## config.mk

```make
export PLATFORM = sky130hd
export DESIGN_NAME = disc_sector_transfer_sequencer
export DESIGN_NICKNAME = d
export VERILOG_FILES = /design/src/logic/sector_seq_pkg.sv /design/src/logic/disc_sector_transfer_sequencer.sv
export SDC_FILE = /design/constraint.sdc
export NUM_CORES = 1
export LEC_CHECK = 0
export BUFFER_PORTS_ARGS = -buffer_cell sky130_fd_sc_hd__buf_2
export CAP_MARGIN = 20
export CORE_MARGIN = 2
export CORE_UTILIZATION = 38
export DETAILED_ROUTE_END_ITERATION = 10
export PLACE_DENSITY = 0.72
export REMOVE_ABC_BUFFERS = 1
export SLEW_MARGIN = 0
export SYNTH_ARGS = -nofsm -noshare
export SYNTH_HDL_FRONTEND = slang
export SYNTH_SLANG_ARGS = --single-unit
export TNS_END_PERCENT = 1
```

## constraint.sdc

```tcl
create_clock -name clk_i -period 2.8 [get_ports clk_i]
set_clock_uncertainty 0.2 [all_clocks]
set_input_delay 0.56 -clock clk_i [delete_from_list [all_inputs] [get_ports clk_i]]
set_output_delay 0.56 -clock clk_i [all_outputs]
set_load 0.1 [all_outputs]
```

## src/logic/sector_seq_pkg.sv

```systemverilog
package sector_seq_pkg;
    // combined bit/byte counter layout
    localparam int CNT_W = 12;
    localparam int BIT_W = 3;
    localparam int BYTE_W = CNT_W - BIT_W;
    localparam int DATA_W = 8;
    localparam int PAR_W = 2 * DATA_W;
    localparam int TA_W = DATA_W + 1;
    localparam int CHAIN_W = 3;
    localparam logic [BIT_W-1:0] BIT_COUNT3 = 3'h3;
    localparam logic [BIT_W-1:0] BIT_COUNT7 = 3'h7;
    localparam logic [BYTE_W-1:0] BYTE_END_NORMAL = 9'h0ff;
    localparam logic [BYTE_W-1:0] BYTE_END_FORMAT = 9'h10d;
    localparam logic [BYTE_W-1:0] SYNC_BYTE = 9'h000;
    // wishbone register map, byte addresses
    localparam logic [3:0] CTRL_OFFSET = 4'h0;
    localparam logic [3:0] STATUS_OFFSET = 4'h4;
    // control register fields
    localparam int CTRL_WRITE_BIT = 0;
    localparam int CTRL_FORMAT_BIT = 1;
    localparam int CTRL_GO_BIT = 2;
    localparam int CTRL_HEAD_BIT = 3;
    // status register fields
    localparam int ST_BUSY_BIT = 0;
    localparam int ST_CONTINUE_FLAG_BIT = 1;
    localparam int ST_HEAD_BIT = 2;
    localparam int ST_CYLINDER_OVERFLOW_BIT = 3;
    localparam int ST_OVERRUN_BIT = 4;
    localparam int ST_PARERR_BIT = 5;
    localparam int ST_ADDRERR_BIT = 6;
    localparam int ST_DEFTRK_BIT = 7;
    localparam int ST_EXAMINE_BIT = 8;
    localparam int ST_WGATE_BIT = 9;
    typedef enum logic [2:0] {
        ST_IDLE = 3'b001,
        ST_READ = 3'b010,
        ST_WRITE = 3'b100
    } op_state_type;
endpackage : sector_seq_pkg

```

## src/logic/disc_sector_transfer_sequencer.sv

```systemverilog
// The register addresses and register access over Wishbone are this design's own decisions.
`timescale 1ns/1ps
// Overview of operation
// first parity byte is even parity of odd bytes, second of even bytes.
// normal modes raise byte end at byte 255 into the last-byte chain.
// after byte end's next byte, stop data and send two parity bytes.
// bit-7 strobe after parity sets write end; zeros are written afterwards.
// write end ends the operation; write gate stays until sector mark or clear.
// read format starts on sector compare by setting the data read gate.
// format modes raise byte end at byte 269 instead.
// write start is normal start or write format with sector compare.
// format modes raise no address compare or defective track errors.
// channel alone ends the transfer; device probes with one extra request.
// read check sets check flags, one last request, continue if answered.
// continue forces sector compare, disables address compare, restarts operation.
// write last-byte flag blocks requests after one final probing request.
// unanswered final write request lets write end complete the operation.
// answered final write request suppresses completion and sets continue.
// index store sets on index, clears after first following sector mark.
// index store, sector mark and continue switch head 0 to head 1.
// same condition on head 1 sets cylinder overflow, examine, write inhibit.
// one 12-bit counter, low three bits count bits, decodes 3 and 7.
// byte end decode picks 269 in format commands, 255 otherwise.
// track address is data input register plus data output register bit 7.
// two-stage overrun counter counts index store while busy.
// read parity check compares each bit; sticky error never set writing.
// channel answers each request with a byte; device then drops request.
// single clock; general clear returns everything to idle.
module disc_sector_transfer_sequencer
    import sector_seq_pkg::*;
#(
    parameter int BYTE_DATA_W = sector_seq_pkg::DATA_W
) (
    input wire logic clk_i,
    input wire logic rst_i,
    input wire logic general_clear_i,
    // wishbone slave
    input wire logic cyc_i,
    input wire logic stb_i,
    input wire logic we_i,
    input wire logic [3:0] adr_i,
    input wire logic [3:0] sel_i,
    input wire logic [31:0] dat_i,
    output logic [31:0] dat_o,
    output logic ack_o,
    // selector channel byte handshake
    input wire logic [sector_seq_pkg::DATA_W-1:0] data_i,
    input wire logic data_available_i,
    output logic data_request_o,
    output logic [sector_seq_pkg::DATA_W-1:0] data_o,
    // drive side
    input wire logic sector_mark_i,
    input wire logic index_mark_i,
    input wire logic sector_compare_i,
    input wire logic data_start_i,
    input wire logic addr_compare_fail_i,
    input wire logic defective_track_i,
    input wire logic read_data_i,
    input wire logic read_bit_count_pulse_i,
    input wire logic write_bit_count_pulse_i,
    output logic write_data_o,
    output logic write_gate_o,
    output logic data_read_gate_o,
    output logic addr_compare_enable_o,
    output logic head_select_o,
    output logic [sector_seq_pkg::TA_W-1:0] track_address_o,
    output logic operation_complete_o,
    output logic controller_busy_o,
    output logic bit_count3_o,
    output logic bit_count7_o
);
    import sector_seq_pkg::*;

    // the serial paths are written for byte-wide data only
    if (BYTE_DATA_W != DATA_W) begin : g_width_check
        $error("BYTE_DATA_W must equal 8");
    end

    typedef struct packed {
        op_state_type state;
        logic busy;
        logic is_write;
        logic is_format;
        logic [CNT_W-1:0] cnt;
        logic [CHAIN_W-1:0] chain;   // [0] last_byte_chain_stage, [1] write_last_byte
        logic [PAR_W-1:0] par;
        logic [DATA_W-1:0] dir;
        logic [DATA_W-1:0] data_output_register;
        logic [DATA_W-1:0] dar;
        logic dreq;                  // pending_data_request
        logic last_data_byte;
        logic data_output_enable;
        logic write_end;
        logic write_gate;
        logic data_read_gate;
        logic check_cycle_flag;
        logic check_cycle_second_flag;
        logic continue_flag;
        logic index_store;
        logic sm_prev;
        logic head_select;
        logic cylinder_overflow;
        logic ov_first;
        logic ov_second;
        logic parity_error_flag;
        logic addr_error;
        logic defect_error;
        logic op_cmp;
        logic wdata;
        logic ack;
        logic [31:0] rdata;
    } state_type;

    localparam state_type RESET_STATE = '{state: ST_IDLE, default: '0};

    state_type s_r;
    state_type s_nxt;
    logic sm_rise;
    logic sm_fall;
    logic sector_compare;
    logic restart;
    logic wr_start;
    logic rd_start;
    logic bit_pulse;
    logic strobe;
    logic byte_end;
    logic op_end;
    logic out_bit;
    logic examine;
    logic wb_req;

    // bit-7 decode is needed by the strobe and by the decode output
    function automatic logic at_bit7(input logic [CNT_W-1:0] c);
        return c[BIT_W-1:0] == BIT_COUNT7;
    endfunction : at_bit7

    function automatic logic [BYTE_W-1:0] byte_of(input logic [CNT_W-1:0] c);
        return c[CNT_W-1:BIT_W];
    endfunction : byte_of

    assign examine = s_r.cylinder_overflow | s_r.ov_second | s_r.addr_error | s_r.defect_error;
    assign wb_req = cyc_i & stb_i & ~s_r.ack;

    // next-state logic of the whole sequencer
    always_comb begin
        s_nxt = s_r;
        sm_rise = sector_mark_i & ~s_r.sm_prev;
        sm_fall = ~sector_mark_i & s_r.sm_prev;
        sector_compare = sector_compare_i | (s_r.continue_flag & sm_rise);
        restart = s_r.busy & s_r.continue_flag & sector_compare;
        wr_start = s_r.busy & s_r.is_write & (s_r.state == ST_IDLE)
                 & ((data_start_i & ~s_r.is_format) | (s_r.is_format & sector_compare) | restart);
        rd_start = s_r.busy & ~s_r.is_write & (s_r.state == ST_IDLE)
                 & ((data_start_i & ~s_r.is_format) | (s_r.is_format & sector_compare) | restart);
        case (s_r.state)
            ST_READ: bit_pulse = read_bit_count_pulse_i;
            ST_WRITE: bit_pulse = write_bit_count_pulse_i;
            default: bit_pulse = 1'b0;
        endcase
        strobe = bit_pulse & at_bit7(s_r.cnt);
        byte_end = strobe & (byte_of(s_r.cnt) ==
                   (s_r.is_format ? BYTE_END_FORMAT : BYTE_END_NORMAL));
        op_end = 1'b0;
        out_bit = s_r.data_output_enable ? s_r.data_output_register[s_r.cnt[BIT_W-1:0]]
                : (s_r.chain[1] & ~s_r.write_end) ? s_r.par[PAR_W-1] : 1'b0;
        s_nxt.sm_prev = sector_mark_i;
        s_nxt.op_cmp = 1'b0;

        // one counter for bits and bytes
        if (sector_mark_i | wr_start | rd_start) begin
            s_nxt.cnt = '0;
        end else if (bit_pulse) begin
            s_nxt.cnt = s_r.cnt + 1'b1;
        end

        // channel answers a raised request with a byte
        if (s_r.dreq & data_available_i) begin
            s_nxt.dreq = 1'b0;
            if (s_r.is_write) begin
                s_nxt.dir = data_i;
            end
        end

        case (s_r.state)
            ST_IDLE: begin
                // zero fill: cells after write end carry no data, not the last parity bit
                if (write_bit_count_pulse_i) begin
                    s_nxt.wdata = 1'b0;
                end
                if (wr_start) begin
                    s_nxt.state = ST_WRITE;
                    s_nxt.write_gate = 1'b1;
                    s_nxt.dreq = ~restart; // a continued write already holds the probe byte
                    s_nxt.par = '0;
                    s_nxt.chain = '0;
                    s_nxt.continue_flag = 1'b0;
                end else if (rd_start) begin
                    s_nxt.state = ST_READ;
                    s_nxt.data_read_gate = 1'b1;
                    s_nxt.par = '0;
                    s_nxt.chain = '0;
                    s_nxt.continue_flag = 1'b0;
                end
            end
            ST_WRITE: begin
                if (bit_pulse) begin
                    s_nxt.wdata = out_bit; // zeros once parity is off
                    s_nxt.par = {s_r.par[PAR_W-2:0],
                                 s_r.par[PAR_W-1] ^ (s_r.data_output_enable & out_bit)};
                end
                if (strobe) begin
                    s_nxt.chain = {s_r.chain[CHAIN_W-2:0], s_r.chain[0] | byte_end};
                    s_nxt.data_output_enable = ~s_r.chain[0];
                    if (!s_r.chain[0]) begin
                        s_nxt.data_output_register = s_r.dir;
                        s_nxt.dreq = s_r.dreq | ~s_r.last_data_byte;
                        s_nxt.last_data_byte = s_r.last_data_byte | byte_end;
                    end
                    if (s_r.chain[2]) begin
                        s_nxt.write_end = 1'b1;
                    end
                end
                // answered probe: continue into the next sector
                if (s_r.chain[1] & ~s_r.write_end & s_r.last_data_byte & ~s_r.dreq) begin
                    s_nxt.continue_flag = 1'b1;
                end
                if (s_r.write_end) begin
                    op_end = 1'b1;
                    s_nxt.state = ST_IDLE;
                    s_nxt.chain = '0;
                    s_nxt.last_data_byte = 1'b0;
                    s_nxt.data_output_enable = 1'b0;
                    s_nxt.write_end = 1'b0;
                end
            end
            ST_READ: begin
                if (bit_pulse) begin
                    s_nxt.dar = {read_data_i, s_r.dar[DATA_W-1:1]};
                    if (s_r.chain[1]) begin
                        s_nxt.par = {s_r.par[PAR_W-2:0], s_r.par[PAR_W-1]};
                        if (read_data_i != s_r.par[PAR_W-1]) begin
                            s_nxt.parity_error_flag = 1'b1;
                        end
                    end else if (byte_of(s_r.cnt) != SYNC_BYTE) begin
                        s_nxt.par = {s_r.par[PAR_W-2:0], s_r.par[PAR_W-1] ^ read_data_i};
                    end
                end
                if (strobe) begin
                    s_nxt.chain = {s_r.chain[CHAIN_W-2:0], s_r.chain[0] | byte_end};
                    if (!s_r.chain[1] && byte_of(s_r.cnt) != SYNC_BYTE) begin
                        s_nxt.data_output_register = {read_data_i, s_r.dar[DATA_W-1:1]};
                        s_nxt.dreq = s_r.dreq | ~s_r.check_cycle_flag;
                        s_nxt.check_cycle_flag = s_r.check_cycle_flag | s_r.chain[0];
                    end
                    if (s_r.check_cycle_flag & ~s_r.check_cycle_second_flag) begin
                        s_nxt.check_cycle_second_flag = 1'b1;
                        s_nxt.continue_flag = ~s_r.dreq;
                    end
                    if (s_r.chain[2]) begin
                        op_end = 1'b1;
                        s_nxt.state = ST_IDLE;
                        s_nxt.chain = '0;
                        s_nxt.data_read_gate = 1'b0;
                        s_nxt.check_cycle_flag = 1'b0;
                        s_nxt.check_cycle_second_flag = 1'b0;
                    end
                end
            end
            default: s_nxt.state = ST_IDLE;
        endcase

        // completion only when the channel left the last request hanging
        if (op_end & s_r.dreq) begin
            s_nxt.op_cmp = 1'b1;
            s_nxt.busy = 1'b0;
            s_nxt.dreq = 1'b0;
            s_nxt.continue_flag = 1'b0;
        end

        // zero fill runs on until the sector boundary
        if (sector_mark_i & ~wr_start) begin
            s_nxt.write_gate = 1'b0;
        end

        // index store and automatic head switch
        if (index_mark_i) begin
            s_nxt.index_store = 1'b1;
        end else if (sm_fall) begin
            s_nxt.index_store = 1'b0;
        end
        if (s_r.index_store & sm_rise & s_r.continue_flag) begin
            if (s_r.head_select) begin
                s_nxt.cylinder_overflow = 1'b1;
            end else begin
                s_nxt.head_select = 1'b1;
            end
        end

        // overrun: second stage only falls when the controller idles
        if (!s_r.busy) begin
            s_nxt.ov_first = 1'b0;
            s_nxt.ov_second = 1'b0;
        end else if (sector_compare && !s_r.ov_second) begin
            s_nxt.ov_first = 1'b0;
        end else if (index_mark_i & ~s_r.index_store) begin
            s_nxt.ov_first = ~s_r.ov_first;
            s_nxt.ov_second = s_r.ov_second | s_r.ov_first;
        end

        // address errors are meaningless without an address read
        if (s_r.busy & ~s_r.is_format & ~s_r.continue_flag) begin
            s_nxt.addr_error = s_r.addr_error | addr_compare_fail_i;
            s_nxt.defect_error = s_r.defect_error | defective_track_i;
        end

        // wishbone: one wait state, registered ack and read data
        s_nxt.ack = wb_req;
        s_nxt.rdata = '0;
        if (wb_req && !we_i && adr_i == STATUS_OFFSET) begin
            s_nxt.rdata[ST_BUSY_BIT] = s_r.busy;
            s_nxt.rdata[ST_CONTINUE_FLAG_BIT] = s_r.continue_flag;
            s_nxt.rdata[ST_HEAD_BIT] = s_r.head_select;
            s_nxt.rdata[ST_CYLINDER_OVERFLOW_BIT] = s_r.cylinder_overflow;
            s_nxt.rdata[ST_OVERRUN_BIT] = s_r.ov_second;
            s_nxt.rdata[ST_PARERR_BIT] = s_r.parity_error_flag;
            s_nxt.rdata[ST_ADDRERR_BIT] = s_r.addr_error;
            s_nxt.rdata[ST_DEFTRK_BIT] = s_r.defect_error;
            s_nxt.rdata[ST_EXAMINE_BIT] = examine;
            s_nxt.rdata[ST_WGATE_BIT] = s_r.write_gate;
        end else if (wb_req && !we_i && adr_i == CTRL_OFFSET) begin
            s_nxt.rdata[CTRL_WRITE_BIT] = s_r.is_write;
            s_nxt.rdata[CTRL_FORMAT_BIT] = s_r.is_format;
            s_nxt.rdata[CTRL_HEAD_BIT] = s_r.head_select;
        end
        // a new command is refused while busy
        if (wb_req && we_i && sel_i[0] && adr_i == CTRL_OFFSET && !s_r.busy
                && dat_i[CTRL_GO_BIT]) begin
            s_nxt.busy = 1'b1;
            s_nxt.is_write = dat_i[CTRL_WRITE_BIT];
            s_nxt.is_format = dat_i[CTRL_FORMAT_BIT];
            s_nxt.head_select = dat_i[CTRL_HEAD_BIT];
            s_nxt.parity_error_flag = 1'b0;
            s_nxt.addr_error = 1'b0;
            s_nxt.defect_error = 1'b0;
            s_nxt.cylinder_overflow = 1'b0;
            s_nxt.dreq = 1'b0;
        end

        if (general_clear_i) begin
            s_nxt = RESET_STATE;
        end
    end

    // single clock domain for every flag
    always_ff @(posedge clk_i) begin
        if (rst_i) begin
            s_r <= RESET_STATE;
        end else begin
            s_r <= s_nxt;
        end
    end

    assign dat_o = s_r.rdata;
    assign ack_o = s_r.ack;
    assign data_request_o = s_r.dreq;
    assign data_o = s_r.data_output_register;
    assign write_data_o = s_r.wdata;
    assign write_gate_o = s_r.write_gate & ~examine; // examine protects the disc
    assign data_read_gate_o = s_r.data_read_gate;
    assign addr_compare_enable_o = s_r.busy & ~s_r.is_format & ~s_r.continue_flag;
    assign head_select_o = s_r.head_select;
    assign track_address_o = {s_r.data_output_register[DATA_W-1], s_r.dir};
    assign operation_complete_o = s_r.op_cmp;
    assign controller_busy_o = s_r.busy;
    assign bit_count3_o = s_r.cnt[BIT_W-1:0] == BIT_COUNT3;
    assign bit_count7_o = at_bit7(s_r.cnt);
endmodule : disc_sector_transfer_sequencer

```

==> flow_summary.toml, run 1 <==
[worst_hold_path]
hold_class = "input port to flop"

[grt]
grt_pass1_vias = 3340
grt_pass1_wl_um = 15900
globalRoute.totalOverflow = 0
grt_max_degree = 50
antenna_found_initial = 0
grt_util_all_layers = 0.1523

[detailed_routing]
drt_iter0_drc = 177
drt_wl_total_um = 9629
top_layer = "met4"
drc = 0
wl_met3_um = 607
postRouteAntennaNets = 0
viasPerCell = 5.106
route.met2.wl_um = 4543
routedLengthMet1_um = 4393
dr.pass1.iters = 4
wire_per_inst_um = 13.96
vias = 3523

[yosys]
synthCells = 504
netlist.area_leader.share = 0.4047
syn_area_per_cell_um2 = 8.932
yosysSeqAreaShare = 0.4047
synth_cell_types = 61
synth-edff-count = 0
ys_ff_latch = 91
synth_ff_type = "dfxtp_1"
synth_top_area_cell = "dfxtp_1"
ys_top_cells_by_area = "dfxtp_1, buf_4, nor2_1"
yosysWarnings = 0
async_reset_ff_frac = 0
syn_area_um2 = 4502

[worst_setup_path]
cp_max_fo = 12
required_ps = 2820
critPathLaunchType = "flop"
r2r_slack_ps = 260
crit_path_end_kind = "flop"
crit_arrival_ps = 2560
path_class = "flop to flop"

[die]
die_w_um = 112.8
ios = 124
die_y_um = 112.8
dieArea_um2 = 12730
row_count = 39
initial_core_util = 0.3926
core_area_um2 = 11470

[clocking]
cts_setup_buffers = 0
clock-sinks = 91
holdBufCountCts = 0
h-tree-depth = 3
cts-root-buf = "clkbuf_16"
cts_tree = "built"
cts_resized = 0
clk_pin_slew_ps = 70
cts_max_path_buffers = 2
clk-insertion-delay-late_ps = 330
cts_made_buffers = 9

[sta]
setup_viol = 0
slew_headroom = 0.5467
post-route-min-period_ps = 2537
tns_ps = 0
period_share = 0.9059
drv_slew = 0
tightest_slew_ps = 677.4
rsz0062_at_grt = "no"
hold_viol_final = 0
fmaxAchievable_ghz = 0.3942

[flow_run]
drv_cap = 0

[cells_and_area]
final_net_count = 609
antenna_cells = 0
layout_common_cells = "dfxtp_1, buf_2, nor2_1"
layout_commonest_cell = "dfxtp_1"
layout-drive-gt1-share = 0.2029
n_fill_cell = 1124
instances_no_fill = 690
area_growth_pct = 9.061
ff_latch_area_um2 = 1822
multi_input_area_um2 = 2162

[place]
port-buffer-count = 70
gp_routability_congestion = 0.9109
dp.cells = 674
hpwl_um = 7004

[pwr]
power_leakage_nw = 1.952
power_density_nw_per_um2 = 543.9
vdd_drop_max_v = 0.0003330

[run_status]
status = "finished, final reports clean"
-- Yosys cell counts, types with 6 or more instances --
| cell type | count |
|---|---|
| xnor2_1 | 8 |
| nand3b_1 | 20 |
| dfxtp_1 | 91 |
| inv_1 | 6 |
| o21ai_0 | 9 |
| nand2b_1 | 20 |
| nor3_1 | 6 |
| nand2_1 | 50 |
| nor2_1 | 59 |
| buf_4 | 49 |
| clkbuf_1 | 7 |
| a31oi_1 | 7 |
| and2_1 | 11 |
| nand3_1 | 12 |
| nor2b_1 | 6 |
| and3_1 | 7 |
| a311oi_1 | 6 |
| xor2_1 | 6 |
| a21oi_1 | 37 |
| mux2i_1 | 16 |
| buf_6 | 6 |
-- where the power goes --
| part | switching [W] | internal (W) |
|---|---|---|
| clock network | 0.000550 | 0.000627 |
| registers | 0.000000919 | 0.00129 |
| logic | 0.000170 | 0.0000277 |
-- stage by stage --
step	utilization	setup WS, ps	cell area (um2)	total power (W)	hold WS [ps]
floorplan	-	-1388	4010	0.001483	228.5
global placement	0.4024	288.8	4614	0.001522	245.3
detailed placement	0.4024	271.7	4614	0.001523	259.1
CTS	0.4282	269.8	4910	0.002691	213.4
global route	0.4282	22.49	4910	0.002757	220.8
finish	0.4282	263.5	4910	0.002670	223.6
-- state kept, by name, indices dropped and copies added, names as in the netlist --
signal and count:
track_address_o 8, write_data_o 1, data_request_o 1, controller_busy_o 1, operation_complete_o 1, head_select_o 1, dat_o 10, data_o 8
s_r 58, data_read_gate_o 1, ack_o 1
-- logic make-up after synthesis --
logic type | Yosys count | share of synthesized area
flip-flops | 91 | 0.4047
AO/OA/AOI/OAI | 84 | 0.1304
AND/OR/NAND/NOR | 213 | 0.2479
multiplexers | 19 | 0.04808
buffers and inverters | 79 | 0.1326
other | 1 | 0.0008330
adder cells (fa/ha/maj) | 3 | 0.008339
XOR/XNOR | 14 | 0.02724
-- layout make-up --
type / instances / area share
clock buffer: 9 / 0.04587
clock inverter: 7 / 0.01427
inverter: 7 / 0.005352
multi-input combinational: 355 / 0.4404
sequential: 91 / 0.3711
tap: 143 / 0.03644
timing repair buffer: 78 / 0.08665
-- worst max-delay path, cell delays in order, from the launching register on --
cell,delay (ps)
dfxtp_1,510
nor3b_1,270
and2_1,490
nand3_1,170
a21boi_0,540
a311o_1,210
a31oi_1,40
-- layer usage --
layer / vias to the layer above / GRT usage
met5: - / 0
met4: 0 / 0.04309
met3: 7 / 0.04017
met2: 114 / 0.2519
met1: 1656 / 0.1968
li1: 1746 / -
-- final timing paths --
check / startpoint / end / cells past startpoint
max reg2reg: s_r[112]$_SDFFE_PP0P_ / data_request_o$_SDFF_PP0_ / 6
max: s_r[112]$_SDFFE_PP0P_ / data_request_o$_SDFF_PP0_ / 6
min reg2reg: s_r[83]$_SDFFE_PP0P_ / s_r[83]$_SDFFE_PP0P_ / 2
min: dat_i[3] / head_select_o$_SDFFE_PP0P_ / 3
No activity file was read; power rests on OpenSTA's default activity.
==> run 2: changes to the inputs <==
==> constraint.sdc (replaced) <==
create_clock -name clk_i -period 2.7 [get_ports clk_i]
set_clock_uncertainty 0.2 [all_clocks]
set_input_delay 0.54 -clock clk_i [delete_from_list [all_inputs] [get_ports clk_i]]
set_output_delay 0.54 -clock clk_i [all_outputs]
set_load 0.1 [all_outputs]
==> flow_summary.toml, run 2 (synthesized netlist as in run 1, its figures left out) <==
[die]
die_w_um = 112.8
initial_core_util = 0.3926
core_area_um2 = 11470
dieArea_um2 = 12730
die_y_um = 112.8
ios = 124
row_count = 39

[sta]
drv_slew = 0
setup_viol = 0
rsz0062_at_grt = "no"
setup_slack_ps = 212.3
tightest_slew_ps = 701.3
slew_headroom = 0.5307
period_share = 0.9214
post-route-min-period_ps = 2488
hold_viol_final = 0
fmaxAchievable_ghz = 0.4020

[grt]
grt_pass1_vias = 3186
grt_util_all_layers = 0.1500
grt_pass1_wl_um = 15310
globalRoute.totalOverflow = 0
antenna_found_initial = 1
grt_max_degree = 41

[cells_and_area]
fin_area_um2 = 4950
antenna_cells = 0
area_growth_pct = 9.950
layout_commonest_cell = "dfxtp_1"
n_fill_cell = 1096
instances_no_fill = 693
final_net_count = 612
largest_register = "s_r"
largest_reg_flops = 58
layout_common_cells = "dfxtp_1, buf_2, nor2_1"
layout-drive-gt1-share = 0.2055

[pwr]
power_density_nw_per_um2 = 569.9
vdd_drop_max_v = 0.0002774
power_leakage_nw = 1.964

[place]
placed_area_um2 = 4649
port-buffer-count = 70
dp_slack_ps = 270.5
dp.cells = 677
hpwl_um = 6845
gp_routability_congestion = 0.9043

[worst_hold_path]
hold_class = "input port to flop"
whs_path_depth = 3

[detailed_routing]
drc = 0
dr.pass1.iters = 4
drt_iter0_drc = 185
drt_wl_total_um = 9464
wire_per_inst_um = 13.66
postRouteAntennaNets = 0
viasPerCell = 5.059
vias = 3506

[clocking]
clk_pin_slew_ps = 70
clock-sinks = 91
cts_setup_buffers = 0
cts_made_buffers = 9
h-tree-depth = 3
cts-root-buf = "clkbuf_16"
cts_max_path_buffers = 2
holdBufCountCts = 0
cts_resized = 0
clk-insertion-delay-late_ps = 340
cts_tree = "built"

[worst_setup_path]
crit_arrival_ps = 1750
critPathLaunchType = "flop"
required_ps = 1960
crit_path_end_kind = "primary output"
cp_max_fo = 6
r2r_cells = 6
path_class = "flop to primary output"

[run_status]
status = "finished, final reports clean"

[flow_run]
drv_cap = 0
[run 2: final timing paths]
kind | start | endpoint | slack, ps
worst max register to register | s_r[97]$_SDFFE_PP0P_ | s_r[95]$_SDFFE_PP0P_ | 410
worst max-delay path | s_r[97]$_SDFFE_PP0P_ | bit_count3_o | 210
worst min-delay path | dat_i[3] | head_select_o$_SDFFE_PP0P_ | 190
worst min register to register | s_r[54]$_SDFFE_PP0P_ | s_r[54]$_SDFFE_PP0P_ | 270
[run 2: through the flow]
step / hold WS (ps) / setup TNS, ps / power [W] / util
floorplan: 228.5 / -13130 / 0.001538 / -
global route: 193.6 / 0 / 0.002911 / 0.4316
global placement: 245.2 / 0 / 0.001578 / 0.4055
CTS: 190.2 / 0 / 0.002840 / 0.4316
detailed placement: 251.9 / 0 / 0.001579 / 0.4055
finish: 189.4 / 0 / 0.002821 / 0.4316
[run 2: per-layer routing]
layer / routed length, um / GRT usage / up-vias / part of all wire
met3: 611 / 0.04339 / 11 / 0.065
li1: - / - / 1754 / -
met4: 92 / 0.04065 / 2 / 0.0097
met2: 4444 / 0.2483 / 116 / 0.47
met1: 4300 / 0.1919 / 1623 / 0.45
met5: 15 / 0 / - / 0.0016
[run 2: cell type report]
cell class | instances | area, um2 | share of cell area
Multi-Input combinational cell | 355 | 2162 | 0.4368
Sequential cell | 91 | 1822 | 0.3680
Inverter | 7 | 26.28 | 0.005308
Tap cell | 143 | 178.9 | 0.03615
Clock inverter | 6 | 71.32 | 0.01441
Timing Repair Buffer | 81 | 460.4 | 0.09302
Clock buffer | 10 | 229.0 | 0.04626
[run 2: report_power, final]
part           total, W  switching, W  leakage (nW)  internal [W]
sequential      0.00134   0.000000907         0.733       0.00134
clock           0.00127      0.000547         0.140      0.000726
combinational  0.000204      0.000176          1.09     0.0000288
[run 2: critical path, stage by stage (launching register included)]
cell,delay (ps)
dfxtp_1,450
ha_1,320
ha_1,200
buf_2,420
